==> config.mk <==
export PLATFORM = sky130hd
export DESIGN_NAME = lcdp_shared_ports
export DESIGN_NICKNAME = d
export VERILOG_FILES = /design/src/verilog/lcdp_pkg.sv /design/src/verilog/lcdp_shared_ports.sv /design/src/verilog/lcdp_pin_mux.sv
export SDC_FILE = /design/constraint.sdc
export NUM_CORES = 1
export LEC_CHECK = 0
export ABC_CLOCK_PERIOD_IN_PS = 2400
export BUFFER_PORTS_ARGS = -buffer_cell sky130_fd_sc_hd__buf_2
export CAP_MARGIN = 10
export CORE_ASPECT_RATIO = 1.25
export CORE_MARGIN = 5
export CORE_UTILIZATION = 45
export CTS_BUF_LIST = sky130_fd_sc_hd__clkbuf_8
export DETAILED_ROUTE_END_ITERATION = 10
export PLACE_DENSITY_LB_ADDON = 0.3
export SLEW_MARGIN = 20
export SYNTH_ARGS = -nofsm -noshare
export SYNTH_HDL_FRONTEND = slang
export SYNTH_SLANG_ARGS = --single-unit
==> constraint.sdc <==
create_clock -name clock -period 2.4 [get_ports clock]
set_clock_uncertainty 0.05 [all_clocks]
set_input_delay 0.36 -clock clock [delete_from_list [all_inputs] [get_ports clock]]
set_output_delay 0.36 -clock clock [all_outputs]
set_load 0.01 [all_outputs]
==> src/verilog/lcdp_pkg.sv <==
// constants, types and helper functions for the lcd shared input ports
// assumes a single clock domain and an lcd driver that supplies segment levels
package lcdp_pkg;

	// ****************************************************************
	// register map
	// ****************************************************************
	localparam int unsigned LCDP_ADDR_W = 9;
	localparam logic [8:0] LCDP_OFS_E_DATA = 9'h009;
	localparam logic [8:0] LCDP_OFS_E_DIR = 9'h089;
	localparam logic [8:0] LCDP_OFS_F_DATA = 9'h107;
	localparam logic [8:0] LCDP_OFS_G_DATA = 9'h108;
	localparam logic [8:0] LCDP_OFS_SEG_EN = 9'h10D;
	localparam logic [8:0] LCDP_OFS_F_DIR = 9'h187;
	localparam logic [8:0] LCDP_OFS_G_DIR = 9'h188;

	// values after any reset
	localparam logic [7:0] LCDP_RST_DATA = 8'h00;
	localparam logic [7:0] LCDP_RST_DIR = 8'hFF;
	localparam logic [7:0] LCDP_RST_SEG_EN = 8'hFF;
	localparam logic [7:0] LCDP_READ_ZERO = 8'h00;

	// ****************************************************************
	// segment-enable field positions and port indices
	// ****************************************************************
	localparam logic [2:0] LCDP_SEG_EN_GROUP_0_4 = 3'h0;
	localparam logic [2:0] LCDP_SEG_EN_GROUP_5_8 = 3'h1;
	localparam logic [2:0] LCDP_SEG_EN_GROUP_9_11 = 3'h2;
	localparam logic [2:0] LCDP_SEG_EN_GROUP_12_15 = 3'h3;
	localparam logic [2:0] LCDP_SEG_EN_GROUP_16_19 = 3'h4;
	localparam logic [2:0] LCDP_SEG_EN_GROUP_20_26 = 3'h5;
	localparam logic [2:0] LCDP_SEG_EN_GROUP_27_28 = 3'h6;
	localparam logic [2:0] LCDP_SEG_EN_GROUP_29_31 = 3'h7;

	localparam int unsigned LCDP_PORT_E = 0;
	localparam int unsigned LCDP_PORT_F = 1;
	localparam int unsigned LCDP_PORT_G = 2;
	localparam int unsigned LCDP_NPORTS = 3;
	localparam int unsigned LCDP_NSEGS = 32;

	// ****************************************************************
	// types
	// ****************************************************************
	typedef enum logic [2:0] {
		LCDP_SEL_NONE,
		LCDP_SEL_E_DATA,
		LCDP_SEL_E_DIR,
		LCDP_SEL_F_DATA,
		LCDP_SEL_F_DIR,
		LCDP_SEL_G_DATA,
		LCDP_SEL_G_DIR,
		LCDP_SEL_SEG_EN
	} lcdp_sel_e;

	typedef struct packed {
		logic [8:0] addr;
		logic [7:0] wdata;
		logic wr;
		logic rd;
	} lcdp_req_s;

	typedef struct packed {
		logic op;
		logic set;
		logic [2:0] bit_sel;
		logic [8:0] addr;
	} lcdp_bitop_s;

	typedef struct packed {
		logic [7:0] seg_en;
		logic [2:0][7:0] latch;
		logic [2:0][7:0] dir;
		logic [7:0] rdata;
	} lcdp_state_s;

	// ****************************************************************
	// functions
	// ****************************************************************
	function automatic lcdp_sel_e lcdp_decode(input logic [8:0] addr);
		lcdp_sel_e s;
		unique case (addr)
			LCDP_OFS_E_DATA: s = LCDP_SEL_E_DATA;
			LCDP_OFS_E_DIR: s = LCDP_SEL_E_DIR;
			LCDP_OFS_F_DATA: s = LCDP_SEL_F_DATA;
			LCDP_OFS_F_DIR: s = LCDP_SEL_F_DIR;
			LCDP_OFS_G_DATA: s = LCDP_SEL_G_DATA;
			LCDP_OFS_G_DIR: s = LCDP_SEL_G_DIR;
			LCDP_OFS_SEG_EN: s = LCDP_SEL_SEG_EN;
			default: s = LCDP_SEL_NONE;
		endcase
		return s;
	endfunction

	// segment line driven by a given port bit
	function automatic logic [4:0] lcdp_seg_of(input int unsigned port, input int unsigned b);
		logic [4:0] s;
		logic [4:0] bb;
		bb = 5'(b);
		if (port == LCDP_PORT_E) begin
			s = (b == 7) ? 5'h1B : 5'h05 + bb;
		end else if (port == LCDP_PORT_F) begin
			s = 5'h0C + bb;
		end else begin
			s = (b == 7) ? 5'h1C : 5'h14 + bb;
		end
		return s;
	endfunction

	// segment-enable bit covering a given port bit
	function automatic logic [2:0] lcdp_grp_of(input int unsigned port, input int unsigned b);
		logic [2:0] g;
		if (port == LCDP_PORT_E) begin
			g = (b < 4) ? LCDP_SEG_EN_GROUP_5_8 : (b < 7) ? LCDP_SEG_EN_GROUP_9_11 : LCDP_SEG_EN_GROUP_27_28;
		end else if (port == LCDP_PORT_F) begin
			g = (b < 4) ? LCDP_SEG_EN_GROUP_12_15 : LCDP_SEG_EN_GROUP_16_19;
		end else begin
			g = (b < 7) ? LCDP_SEG_EN_GROUP_20_26 : LCDP_SEG_EN_GROUP_27_28;
		end
		return g;
	endfunction

endpackage

==> src/verilog/lcdp_shared_ports.sv <==
// top of the three lcd-shared input-only ports with their register file
// assumes a cpu master on the plain register port and pad cells outside
`timescale 1ns/1ps
module lcdp_shared_ports #(
	parameter bit HAS_PIN7 = 1'b1
) (
	input wire logic clock,
	input wire logic rstn,
	input wire lcdp_pkg::lcdp_req_s req,
	input wire lcdp_pkg::lcdp_bitop_s bitop,
	output logic [7:0] rdata,
	input wire logic [31:0] seg_drive,
	input wire logic [2:0][7:0] pad_in,
	output logic [2:0][7:0] pad_out,
	output logic [2:0][7:0] pad_oe_n,
	output logic [2:0][7:0] port_latch,
	output logic [2:0][7:0] port_direction,
	output logic [7:0] segment_pin_enable
);
	import lcdp_pkg::*;

	// ****************************************************************
	// elaboration checks
	// ****************************************************************
	// the pin maps are fixed, so only the package option may vary
	if (LCDP_NPORTS != 3) begin : g_bad_ports
		$error("lcdp_shared_ports serves exactly three ports");
	end
	if (LCDP_NSEGS != 32) begin : g_bad_segs
		$error("lcdp_shared_ports expects a 32-line segment bus");
	end

	// ****************************************************************
	// state
	// ****************************************************************
	lcdp_state_s q;
	lcdp_state_s d;

	// digital levels after the pin multiplexers
	logic [2:0][7:0] digital_in;

	// decoded selects for the bus request and the bit operation
	lcdp_sel_e rd_sel;
	lcdp_sel_e wr_sel;
	lcdp_sel_e bit_sel;

	// value and target of the write phase of this cycle
	lcdp_sel_e apply_sel;
	logic [7:0] apply_val;
	logic apply_en;

	// value seen by the read phase of a bit operation
	logic [7:0] bit_old;
	logic [7:0] bit_mask;

	// ****************************************************************
	// pin multiplexers
	// ****************************************************************
	// input-only pins, segment or digital input
	for (genvar p = 0; p < 3; p++) begin : g_port
		lcdp_pin_mux #(
			.PORT(p),
			.HAS_PIN7(HAS_PIN7)
		) u_mux (
			.seg_en(q.seg_en),
			.seg_drive(seg_drive),
			.pad_in(pad_in[p]),
			.pad_out(pad_out[p]),
			.pad_oe_n(pad_oe_n[p]),
			.digital_in(digital_in[p])
		);
	end

	// ****************************************************************
	// read side
	// ****************************************************************
	// current value of a register as the cpu sees it
	function automatic logic [7:0] reg_value(
		input lcdp_sel_e sel,
		input lcdp_state_s s,
		input logic [2:0][7:0] din
	);
		logic [7:0] v;
		unique case (sel)
			LCDP_SEL_E_DATA: v = din[LCDP_PORT_E];
			LCDP_SEL_F_DATA: v = din[LCDP_PORT_F];
			LCDP_SEL_G_DATA: v = din[LCDP_PORT_G];
			LCDP_SEL_E_DIR: v = s.dir[LCDP_PORT_E];
			LCDP_SEL_F_DIR: v = s.dir[LCDP_PORT_F];
			LCDP_SEL_G_DIR: v = s.dir[LCDP_PORT_G];
			LCDP_SEL_SEG_EN: v = s.seg_en;
			LCDP_SEL_NONE: v = LCDP_READ_ZERO;
		endcase
		return v;
	endfunction

	// address decode of both requesters
	always_comb begin
		rd_sel = lcdp_decode(req.addr);
		wr_sel = lcdp_decode(req.addr);
		bit_sel = lcdp_decode(bitop.addr);
	end

	// ****************************************************************
	// write side
	// ****************************************************************
	// a plain write wins if the master ever overlaps it with a bit operation
	always_comb begin
		bit_mask = 8'h01 << bitop.bit_sel;
		bit_old = reg_value(bit_sel, q, digital_in);
		apply_en = 1'b0;
		apply_sel = LCDP_SEL_NONE;
		apply_val = LCDP_READ_ZERO;
		if (req.wr) begin
			// full write replaces every bit read
			apply_en = 1'b1;
			apply_sel = wr_sel;
			apply_val = req.wdata;
		end else if (bitop.op) begin
			// register read (pin levels for a data port), one bit changed, all written
			apply_en = 1'b1;
			apply_sel = bit_sel;
			apply_val = bitop.set ? (bit_old | bit_mask) : (bit_old & ~bit_mask);
		end
	end

	// ****************************************************************
	// next state
	// ****************************************************************
	always_comb begin
		d = q;
		// read data stands for one cycle only
		d.rdata = LCDP_READ_ZERO;
		if (req.rd) begin
			d.rdata = reg_value(rd_sel, q, digital_in);
		end
		if (apply_en) begin
			unique case (apply_sel)
				LCDP_SEL_E_DATA: d.latch[LCDP_PORT_E] = apply_val;
				LCDP_SEL_F_DATA: d.latch[LCDP_PORT_F] = apply_val;
				LCDP_SEL_G_DATA: d.latch[LCDP_PORT_G] = apply_val;
				LCDP_SEL_E_DIR: d.dir[LCDP_PORT_E] = apply_val;
				LCDP_SEL_F_DIR: d.dir[LCDP_PORT_F] = apply_val;
				LCDP_SEL_G_DIR: d.dir[LCDP_PORT_G] = apply_val;
				// single enable shared by all ports
				LCDP_SEL_SEG_EN: d.seg_en = apply_val;
				// unmapped writes are dropped silently
				LCDP_SEL_NONE: d.seg_en = q.seg_en;
			endcase
		end
	end

	// ****************************************************************
	// state register
	// ****************************************************************
	// one reset level covers power-on and all other resets alike
	always_ff @(posedge clock) begin
		if (!rstn) begin
			q.seg_en <= LCDP_RST_SEG_EN;
			q.latch <= {LCDP_RST_DATA, LCDP_RST_DATA, LCDP_RST_DATA};
			q.dir <= {LCDP_RST_DIR, LCDP_RST_DIR, LCDP_RST_DIR};
			q.rdata <= LCDP_READ_ZERO;
		end else begin
			q <= d;
		end
	end

	// ****************************************************************
	// outputs
	// ****************************************************************
	// the latches drive no pad: these ports have no output driver, so the
	// latch contents are only visible here for observation; direction also reads back through its register
	assign rdata = q.rdata;
	assign port_latch = q.latch;
	assign port_direction = q.dir;
	assign segment_pin_enable = q.seg_en;

endmodule

==> src/verilog/lcdp_pin_mux.sv <==
// per-port pin multiplexer between lcd segment drive and digital input
// assumes pad levels are synchronous to the clock and segment levels come from the lcd driver
`timescale 1ns/1ps
module lcdp_pin_mux #(
	parameter int unsigned PORT = 0,
	parameter bit HAS_PIN7 = 1'b1
) (
	input wire logic [7:0] seg_en,
	input wire logic [31:0] seg_drive,
	input wire logic [7:0] pad_in,
	output logic [7:0] pad_out,
	output logic [7:0] pad_oe_n,
	output logic [7:0] digital_in
);
	import lcdp_pkg::*;

	// ****************************************************************
	// one slice per pin
	// ****************************************************************
	for (genvar b = 0; b < 8; b++) begin : g_pin
		localparam logic [4:0] SEG = lcdp_seg_of(PORT, b);
		localparam logic [2:0] GRP = lcdp_grp_of(PORT, b);
		// bit 7 of the first and third port is missing in the small package
		localparam bit PRESENT = HAS_PIN7 || (b != 7) || (PORT == LCDP_PORT_F);
		logic seg_mode;
		assign seg_mode = seg_en[GRP] && PRESENT;
		assign pad_out[b] = seg_mode ? seg_drive[SEG] : 1'b0;
		assign pad_oe_n[b] = ~seg_mode;
		// digital only while group bit clear
		assign digital_in[b] = (!seg_mode && PRESENT) ? pad_in[b] : 1'b0;
	end
endmodule

# [Yosys cells after proc, flatten, opt, wreduce, memory -nomap -nowiden]
# Index checks and enable logic that the tools add are counted.
# W data, S select, Z words.
[word_totals] regBits=64 out_inout_bits=112 wordCells=122
[classes] eq_ne=35 n_shift=1 n_mux=59 bitwise=9 reduce_logical=10
[op_table] op="$pmux W8 S8" count=2
[op_table] op="$eq A9 B9 Y1 const B" count=10
[op_table] op="$mux W1" count=50
[op_table] op="$pmux W3 S7" count=2
[op_table] op="$eq A3 B3 Y1 const B" count=12
[op_table] op="$mux W8" count=3
[op_table] op="$eq A3 B2 Y1 const B" count=6
[op_table] op="$eq A9 B4 Y1 const B" count=2
[op_table] op="$eq A9 B8 Y1 const B" count=2
[op_table] op="$reduce_and A2 Y1" count=8
[op_table] op="$eq A3 B1 Y1 const B" count=3
[op_table] op="$and A8 B8 Y8" count=1
[op_table] op="$not A8 Y8" count=1
[op_table] op="$or A8 B8 Y8" count=1
[op_table] op="$shl A1 B3 Y8 const A" count=1
[op_table] op="$logic_not A3 Y1" count=2
[op_table] op="$mux W3" count=2
[op_table] op="$not A1 Y1" count=6

# [Depth between registers and ports, before layout]
[logic_depth] depth_word=8 depth_mapped=10 ltp_nobuf=6

# [Cells and area by module]
# Synthesis repeated with hierarchy kept, for this count alone.
[hier_totals] hier_cells=520 hier_area_um2=4367.9
[modules_own_cells] mod="lcdp_shared_ports" n_inst=1 cells_each=447 area_each_um2=3896.2
[modules_own_cells] mod="lcdp_pin_mux at g_port[2].u_mux" n_inst=1 cells_each=25 area_each_um2=170.2
[modules_own_cells] mod="lcdp_pin_mux at g_port[1].u_mux" n_inst=1 cells_each=24 area_each_um2=152.6
[modules_own_cells] mod="lcdp_pin_mux at g_port[0].u_mux" n_inst=1 cells_each=24 area_each_um2=148.9

# [Least setup slack after synthesis]
# No wires, ideal clock.
[synth_timing] path_kind="in2reg" from="in bitop[5] (netlist bit)" to="reg q (netlist bit port_direction[14])" setup_time_ns=0.139 arrival_ns=2.224 t_required_ns=2.211 setup_slack_ns=-0.013 stages=9 n_path_buf=3 cell_sequence="or4b_1 > buf_4 > nor3_4 > buf_6 > o21ai_2 > a211oi_4 > and3_1 > buf_2 > a21oi_1"
[synth_between] elab_chain_cells=8
[synth_lines] item="start, declared" line="lcdp_shared_ports.sv:10" rtl="input wire lcdp_pkg::lcdp_bitop_s bitop,"
[synth_lines] item="$eq A9 B9 Y1 (tied with other cells)" line="lcdp_pkg.sv:81" rtl="unique case (addr)"
[synth_lines] item="$pmux W3 S7 *" line="lcdp_pkg.sv:81"
[synth_lines] item="$eq A3 B3 Y1 (tied with other cells)" line="lcdp_shared_ports.sv:84" rtl="unique case (sel)"
[synth_lines] item="$pmux W8 S8" line="lcdp_shared_ports.sv:84"
[synth_lines] item="$and A8 B8 Y8 or $or A8 B8 Y8 (tied branches)" line="lcdp_shared_ports.sv:123" rtl="apply_val = bitop.set ? (bit_old | bit_mask) : (bit_old & ~bit_mask);"
[synth_lines] item="$mux W8" line="lcdp_shared_ports.sv:123"
[synth_lines] item="$mux W8" line="lcdp_shared_ports.sv:119" rtl="end else if (bitop.op) begin"
[synth_lines] item="$mux W8" line="lcdp_shared_ports.sv:114" rtl="if (req.wr) begin"
[synth_lines] item="end, declared" line="lcdp_shared_ports.sv:36" rtl="lcdp_state_s q;"
# Every way passes the cells marked *; elsewhere a longest branch is shown, timed or not.
# A chain may end at the register's enable or synchronous reset.

# [Worst setup path in the final report]
[layout_timing] from="in bitop[2] (netlist bit)" to="reg q (netlist bit port_latch[3])"
# The elaborated chain is that of the path after synthesis.

==> impl_results.html <==
<table>
<tr><th>Metric</th><th>Value</th></tr>
<tr><th colspan="2">Status</th></tr>
<tr><td>Status</td><td>completed</td></tr>
<tr><th colspan="2">Placement</th></tr>
<tr><td>IO buf count</td><td>194</td></tr>
<tr><td>Area after DPL</td><td>0.00596 mm²</td></tr>
<tr><td>Worst setup slack before clock tree synthesis</td><td>-0.153 ns</td></tr>
<tr><td>Placer Congestion</td><td>1.00</td></tr>
<tr><td>Placed wire-length estimate after detailed placement</td><td>15600 µm</td></tr>
<tr><th colspan="2">Pwr</th></tr>
<tr><td>Leakage power summed over all cells</td><td>2.76 nW</td></tr>
<tr><td>Share of total power consumed by net switching</td><td>0.292</td></tr>
<tr><td>Proportion of power drawn by combinational gates</td><td>0.169</td></tr>
<tr><td>Part of the total power dissipated in the clock network</td><td>0.394</td></tr>
<tr><td>Reg power frac</td><td>0.437</td></tr>
<tr><td>Cell-internal power</td><td>1.72 mW</td></tr>
<tr><td>PD cells</td><td>396 mW/mm²</td></tr>
<tr><td>Worst vdd rail ir drop</td><td>0.394 mV</td></tr>
<tr><td>Switching power</td><td>0.711 mW</td></tr>
<tr><td>Tot Pwr</td><td>2.44 mW</td></tr>
<tr><th colspan="2">Clocking</th></tr>
<tr><td>Clock latency on the worst-skew pair</td><td>0.35 ns</td></tr>
<tr><td>Resized cells post-CTS</td><td>0</td></tr>
<tr><td>Num CTS Buffers</td><td>9</td></tr>
<tr><td>Master cell of the clock root buffer</td><td>sky130_fd_sc_hd__clkbuf_8</td></tr>
<tr><td>Count of H-tree levels built during CTS</td><td>3</td></tr>
<tr><td>Clock slew at reported path FFs</td><td>0.08 ns</td></tr>
<tr><td>Clock tree from TritonCTS</td><td>yes</td></tr>
<tr><td>CTS Hold Buffers Added</td><td>0</td></tr>
<tr><td>Post-CTS setup-driven buffer insertion count</td><td>0</td></tr>
<tr><td>Maximum count of clock buffers along a single path</td><td>2</td></tr>
<tr><td>Number of sinks handled by clock tree synthesis</td><td>64</td></tr>
<tr><th colspan="2">STA</th></tr>
<tr><td>Minimum period implied by the final worst setup slack</td><td>2.21 ns</td></tr>
<tr><td>RSZ-0062 raised after global routing</td><td>no</td></tr>
<tr><td>Worst setup slack after layout</td><td>0.189 ns</td></tr>
<tr><td>Count of endpoints failing setup in the final report</td><td>0</td></tr>
<tr><td>Normalized max-slew margin</td><td>0.575</td></tr>
<tr><td>Peak Freq</td><td>452 MHz</td></tr>
<tr><td>Worst Tran Pin Value</td><td>0.631 ns</td></tr>
<tr><td>Number of hold violations in the final report</td><td>0</td></tr>
<tr><td>Number of pins with negative max-slew slack in the final report</td><td>0</td></tr>
<tr><td>Post-route clock period utilization</td><td>0.921</td></tr>
<tr><th colspan="2">Finish</th></tr>
<tr><td>Total non-filler cell area in the finished layout</td><td>0.00616 mm²</td></tr>
<tr><td>Layout area overhead</td><td>34.3%</td></tr>
<tr><td>Share of cells above drive strength 1</td><td>0.379</td></tr>
<tr><td>Diodes inserted</td><td>0</td></tr>
<tr><td>NumNets Final</td><td>895</td></tr>
<tr><td>Number of inserted filler cells in the final layout</td><td>947</td></tr>
<tr><th colspan="2">Global routing</th></tr>
<tr><td>First-pass GRT wire length</td><td>29200 µm</td></tr>
<tr><td>Number of global-route vias before repair</td><td>5460</td></tr>
<tr><td>Maximum number of pins on one net before global-route repair</td><td>29</td></tr>
<tr><td>Overflow left after global routing</td><td>0</td></tr>
<tr><td>Antenna violations before repair</td><td>0</td></tr>
<tr><td>Global Route Usage Sum</td><td>0.308</td></tr>
<tr><th colspan="2">Synth</th></tr>
<tr><td>Post-Synthesis Mean Instance Area</td><td>7.81 µm²</td></tr>
<tr><td>Combined area of all synthesized cells</td><td>0.00459 mm²</td></tr>
<tr><td>Unique cell type count in the Yosys netlist</td><td>74</td></tr>
<tr><td>Main flop type after synthesis</td><td>sky130_fd_sc_hd__dfxtp_1</td></tr>
<tr><td>Post-Synthesis Cells</td><td>587</td></tr>
<tr><td>EDFF count, synth</td><td>0</td></tr>
<tr><td>Number of warning messages in the yosys log</td><td>0</td></tr>
<tr><td>Fraction of registers with async set/reset</td><td>0</td></tr>
<tr><td>Portion of synthesized cell area occupied by the leading cell type</td><td>0.279</td></tr>
<tr><td>Commonest cells post-synth</td><td>87 x sky130_fd_sc_hd__a21oi_1, 64 x sky130_fd_sc_hd__dfxtp_1, 49 x sky130_fd_sc_hd__nand2_1</td></tr>
<tr><td>Sequential-to-total area share from yosys stat</td><td>0.279</td></tr>
<tr><td>Cell types occupying the most area after synthesis</td><td>sky130_fd_sc_hd__dfxtp_1 28%, sky130_fd_sc_hd__a21oi_1 9.5%, sky130_fd_sc_hd__nand2b_1 5.0%, sky130_fd_sc_hd__nand2_1 4.0%, sky130_fd_sc_hd__buf_4 3.9%</td></tr>
<tr><td>Mapped Nets</td><td>678</td></tr>
<tr><td>Yosys top cell by area</td><td>sky130_fd_sc_hd__dfxtp_1</td></tr>
<tr><td>Synth Register Bits</td><td>64</td></tr>
<tr><td>Most frequently used cell type in the post-synthesis netlist</td><td>sky130_fd_sc_hd__a21oi_1</td></tr>
<tr><th colspan="2">Worst setup path</th></tr>
<tr><td>Critical-path maximum fanout</td><td>9</td></tr>
<tr><td>Critical path class</td><td>in -&gt; reg</td></tr>
<tr><td>Biggest cell delay along the critical path</td><td>0.47 ns</td></tr>
<tr><td>Worst Path Arrival</td><td>2.43 ns</td></tr>
<tr><td>Critical Path Source Type</td><td>primary input</td></tr>
<tr><td>Crit path required time</td><td>2.62 ns</td></tr>
<tr><td>Cell chain of the critical path</td><td>buf_2, buf_4, nand3b_1, a211oi_2, or3_1, buf_4, a221oi_4, nand3_4, o21ai_0</td></tr>
<tr><td>Library cell appearing most often on the critical path</td><td>sky130_fd_sc_hd__buf_4</td></tr>
<tr><td>Category of the worst setup path capture point</td><td>register</td></tr>
<tr><td>Slowest library cell on the worst path</td><td>sky130_fd_sc_hd__a221oi_4</td></tr>
<tr><th colspan="2">Floorplanning</th></tr>
<tr><td>Vert. Die Dim</td><td>123 µm</td></tr>
<tr><td>Area of the core region</td><td>0.0101 mm²</td></tr>
<tr><td>Count of standard-cell rows</td><td>41</td></tr>
<tr><td># IOs</td><td>203</td></tr>
<tr><td>Horizontal die dimension</td><td>100 µm</td></tr>
<tr><td>Initial core utilization</td><td>0.456</td></tr>
<tr><td>Total Die Area</td><td>0.0123 mm²</td></tr>
<tr><th colspan="2">Route</th></tr>
<tr><td>Post-route DRC</td><td>0</td></tr>
<tr><td>Count of vias placed by the detailed router</td><td>5517</td></tr>
<tr><td>Vias per std cell</td><td>5.88</td></tr>
<tr><td>DRC marker count from the first detailed-route iteration</td><td>498</td></tr>
<tr><td>Detailed-route wire length per cell</td><td>20.7 µm</td></tr>
<tr><td>Wire length reported by the detailed router</td><td>19400 µm</td></tr>
<tr><td>Detail Route Antenna Nets</td><td>0</td></tr>
<tr><td>Pre-antenna DRT Iters</td><td>7</td></tr>
<tr><th colspan="2">Job</th></tr>
<tr><td>Maxcap violations</td><td>0</td></tr>
<tr><th colspan="2">Worst hold path</th></tr>
<tr><td>Class of the worst hold path</td><td>in -&gt; reg</td></tr>
</table>
per-stage QoR:
| step | hold slack, ns | cells | setup TNS [ns] | utilization |
|---|---|---|---|---|
| global placement | 0.432 | 922 | -4.06 | 0.593 |
| detailed placement | 0.444 | 922 | -5.74 | 0.593 |
| global route | 0.265 | 938 | 0 | 0.612 |
| CTS | 0.262 | 938 | 0 | 0.612 |
| finish | 0.274 | 938 | 0 | 0.612 |
| floorplan | 0.470 | 587 | 0 | - |
power groups by stage:
stage               clock (mW)  combinational [mW]  sequential, mW
global route              1.02               0.442            1.07
global placement             0               0.399            1.09
finish                   0.960               0.411            1.07
detailed placement           0               0.405            1.09
CTS                      0.966               0.407            1.07
floorplan                    0               0.196            1.09
flip-flops by register name, summed over array words and instances, names as in the netlist:
| register | count |
|---|---|
| rdata | 8 |
| port_latch | 24 |
| port_direction | 24 |
| segment_pin_enable | 8 |
critical path, delay by kind of cell:
family                 cells  cell delay (ns)
AO/OA/AOI/OAI              3             0.80
buffers and inverters      3             0.45
AND/OR/NAND/NOR            3             0.81
routing by layer:
metal | routed length (µm) | GRT usage
met5 | 0 | 0
met4 | 836 | 0.144
met3 | 1550 | 0.0608
met2 | 9840 | 0.537
met1 | 7190 | 0.360
layout by cell type (no fill, tap or decap), drive strengths merged, types with 8 or more instances in the layout:
master	Yosys	final
nand2b	37	37
dfxtp	64	64
nor2	21	21
and3	11	11
inv	12	13
a22oi	10	10
buf	37	266
nor3	8	8
nor2b	15	15
a31oi	8	8
o211ai	9	9
o21ai	44	44
nand3	10	10
a21oi	87	87
nand2	49	49
and2	25	25
clkbuf	23	9
a21o	19	19
a221oi	10	10
area by class of cell:
type                            count  area (µm²)  share of cell area
Inverter                           12        45.0             0.00732
Clock buffer                        9         124              0.0201
Multi-Input combinational cell    451        2930               0.475
Timing Repair Buffer              266        1550               0.252
Tap cell                          129         161              0.0262
Clock inverter                      7        71.3              0.0116
Sequential cell                    64        1280               0.208
final timing paths:
path                              start  cells after the start                end  slack, ns
setup / recovery               bitop[2]                      9      port_latch[3]       0.19
hold / removal                pad_in[7]                      3           rdata[7]       0.27
setup reg to reg  segment_pin_enable[1]                      7  port_direction[2]       0.26
hold reg to reg           port_latch[8]                      2      port_latch[8]       0.46
kinds of logic (layout without fill, tap and decap cells):
| kind of cell | count (synthesis) | after routing | share of synthesized area |
|---|---|---|---|
| multiplexers | 2 | 2 | 0.00464 |
| XOR/XNOR | 3 | 3 | 0.00573 |
| buffers and inverters | 72 | 294 | 0.0873 |
| flip-flops | 64 | 64 | 0.279 |
| AO/OA/AOI/OAI | 236 | 236 | 0.349 |
| AND/OR/NAND/NOR | 210 | 210 | 0.274 |
No activity file was read; power rests on OpenSTA's default activity.
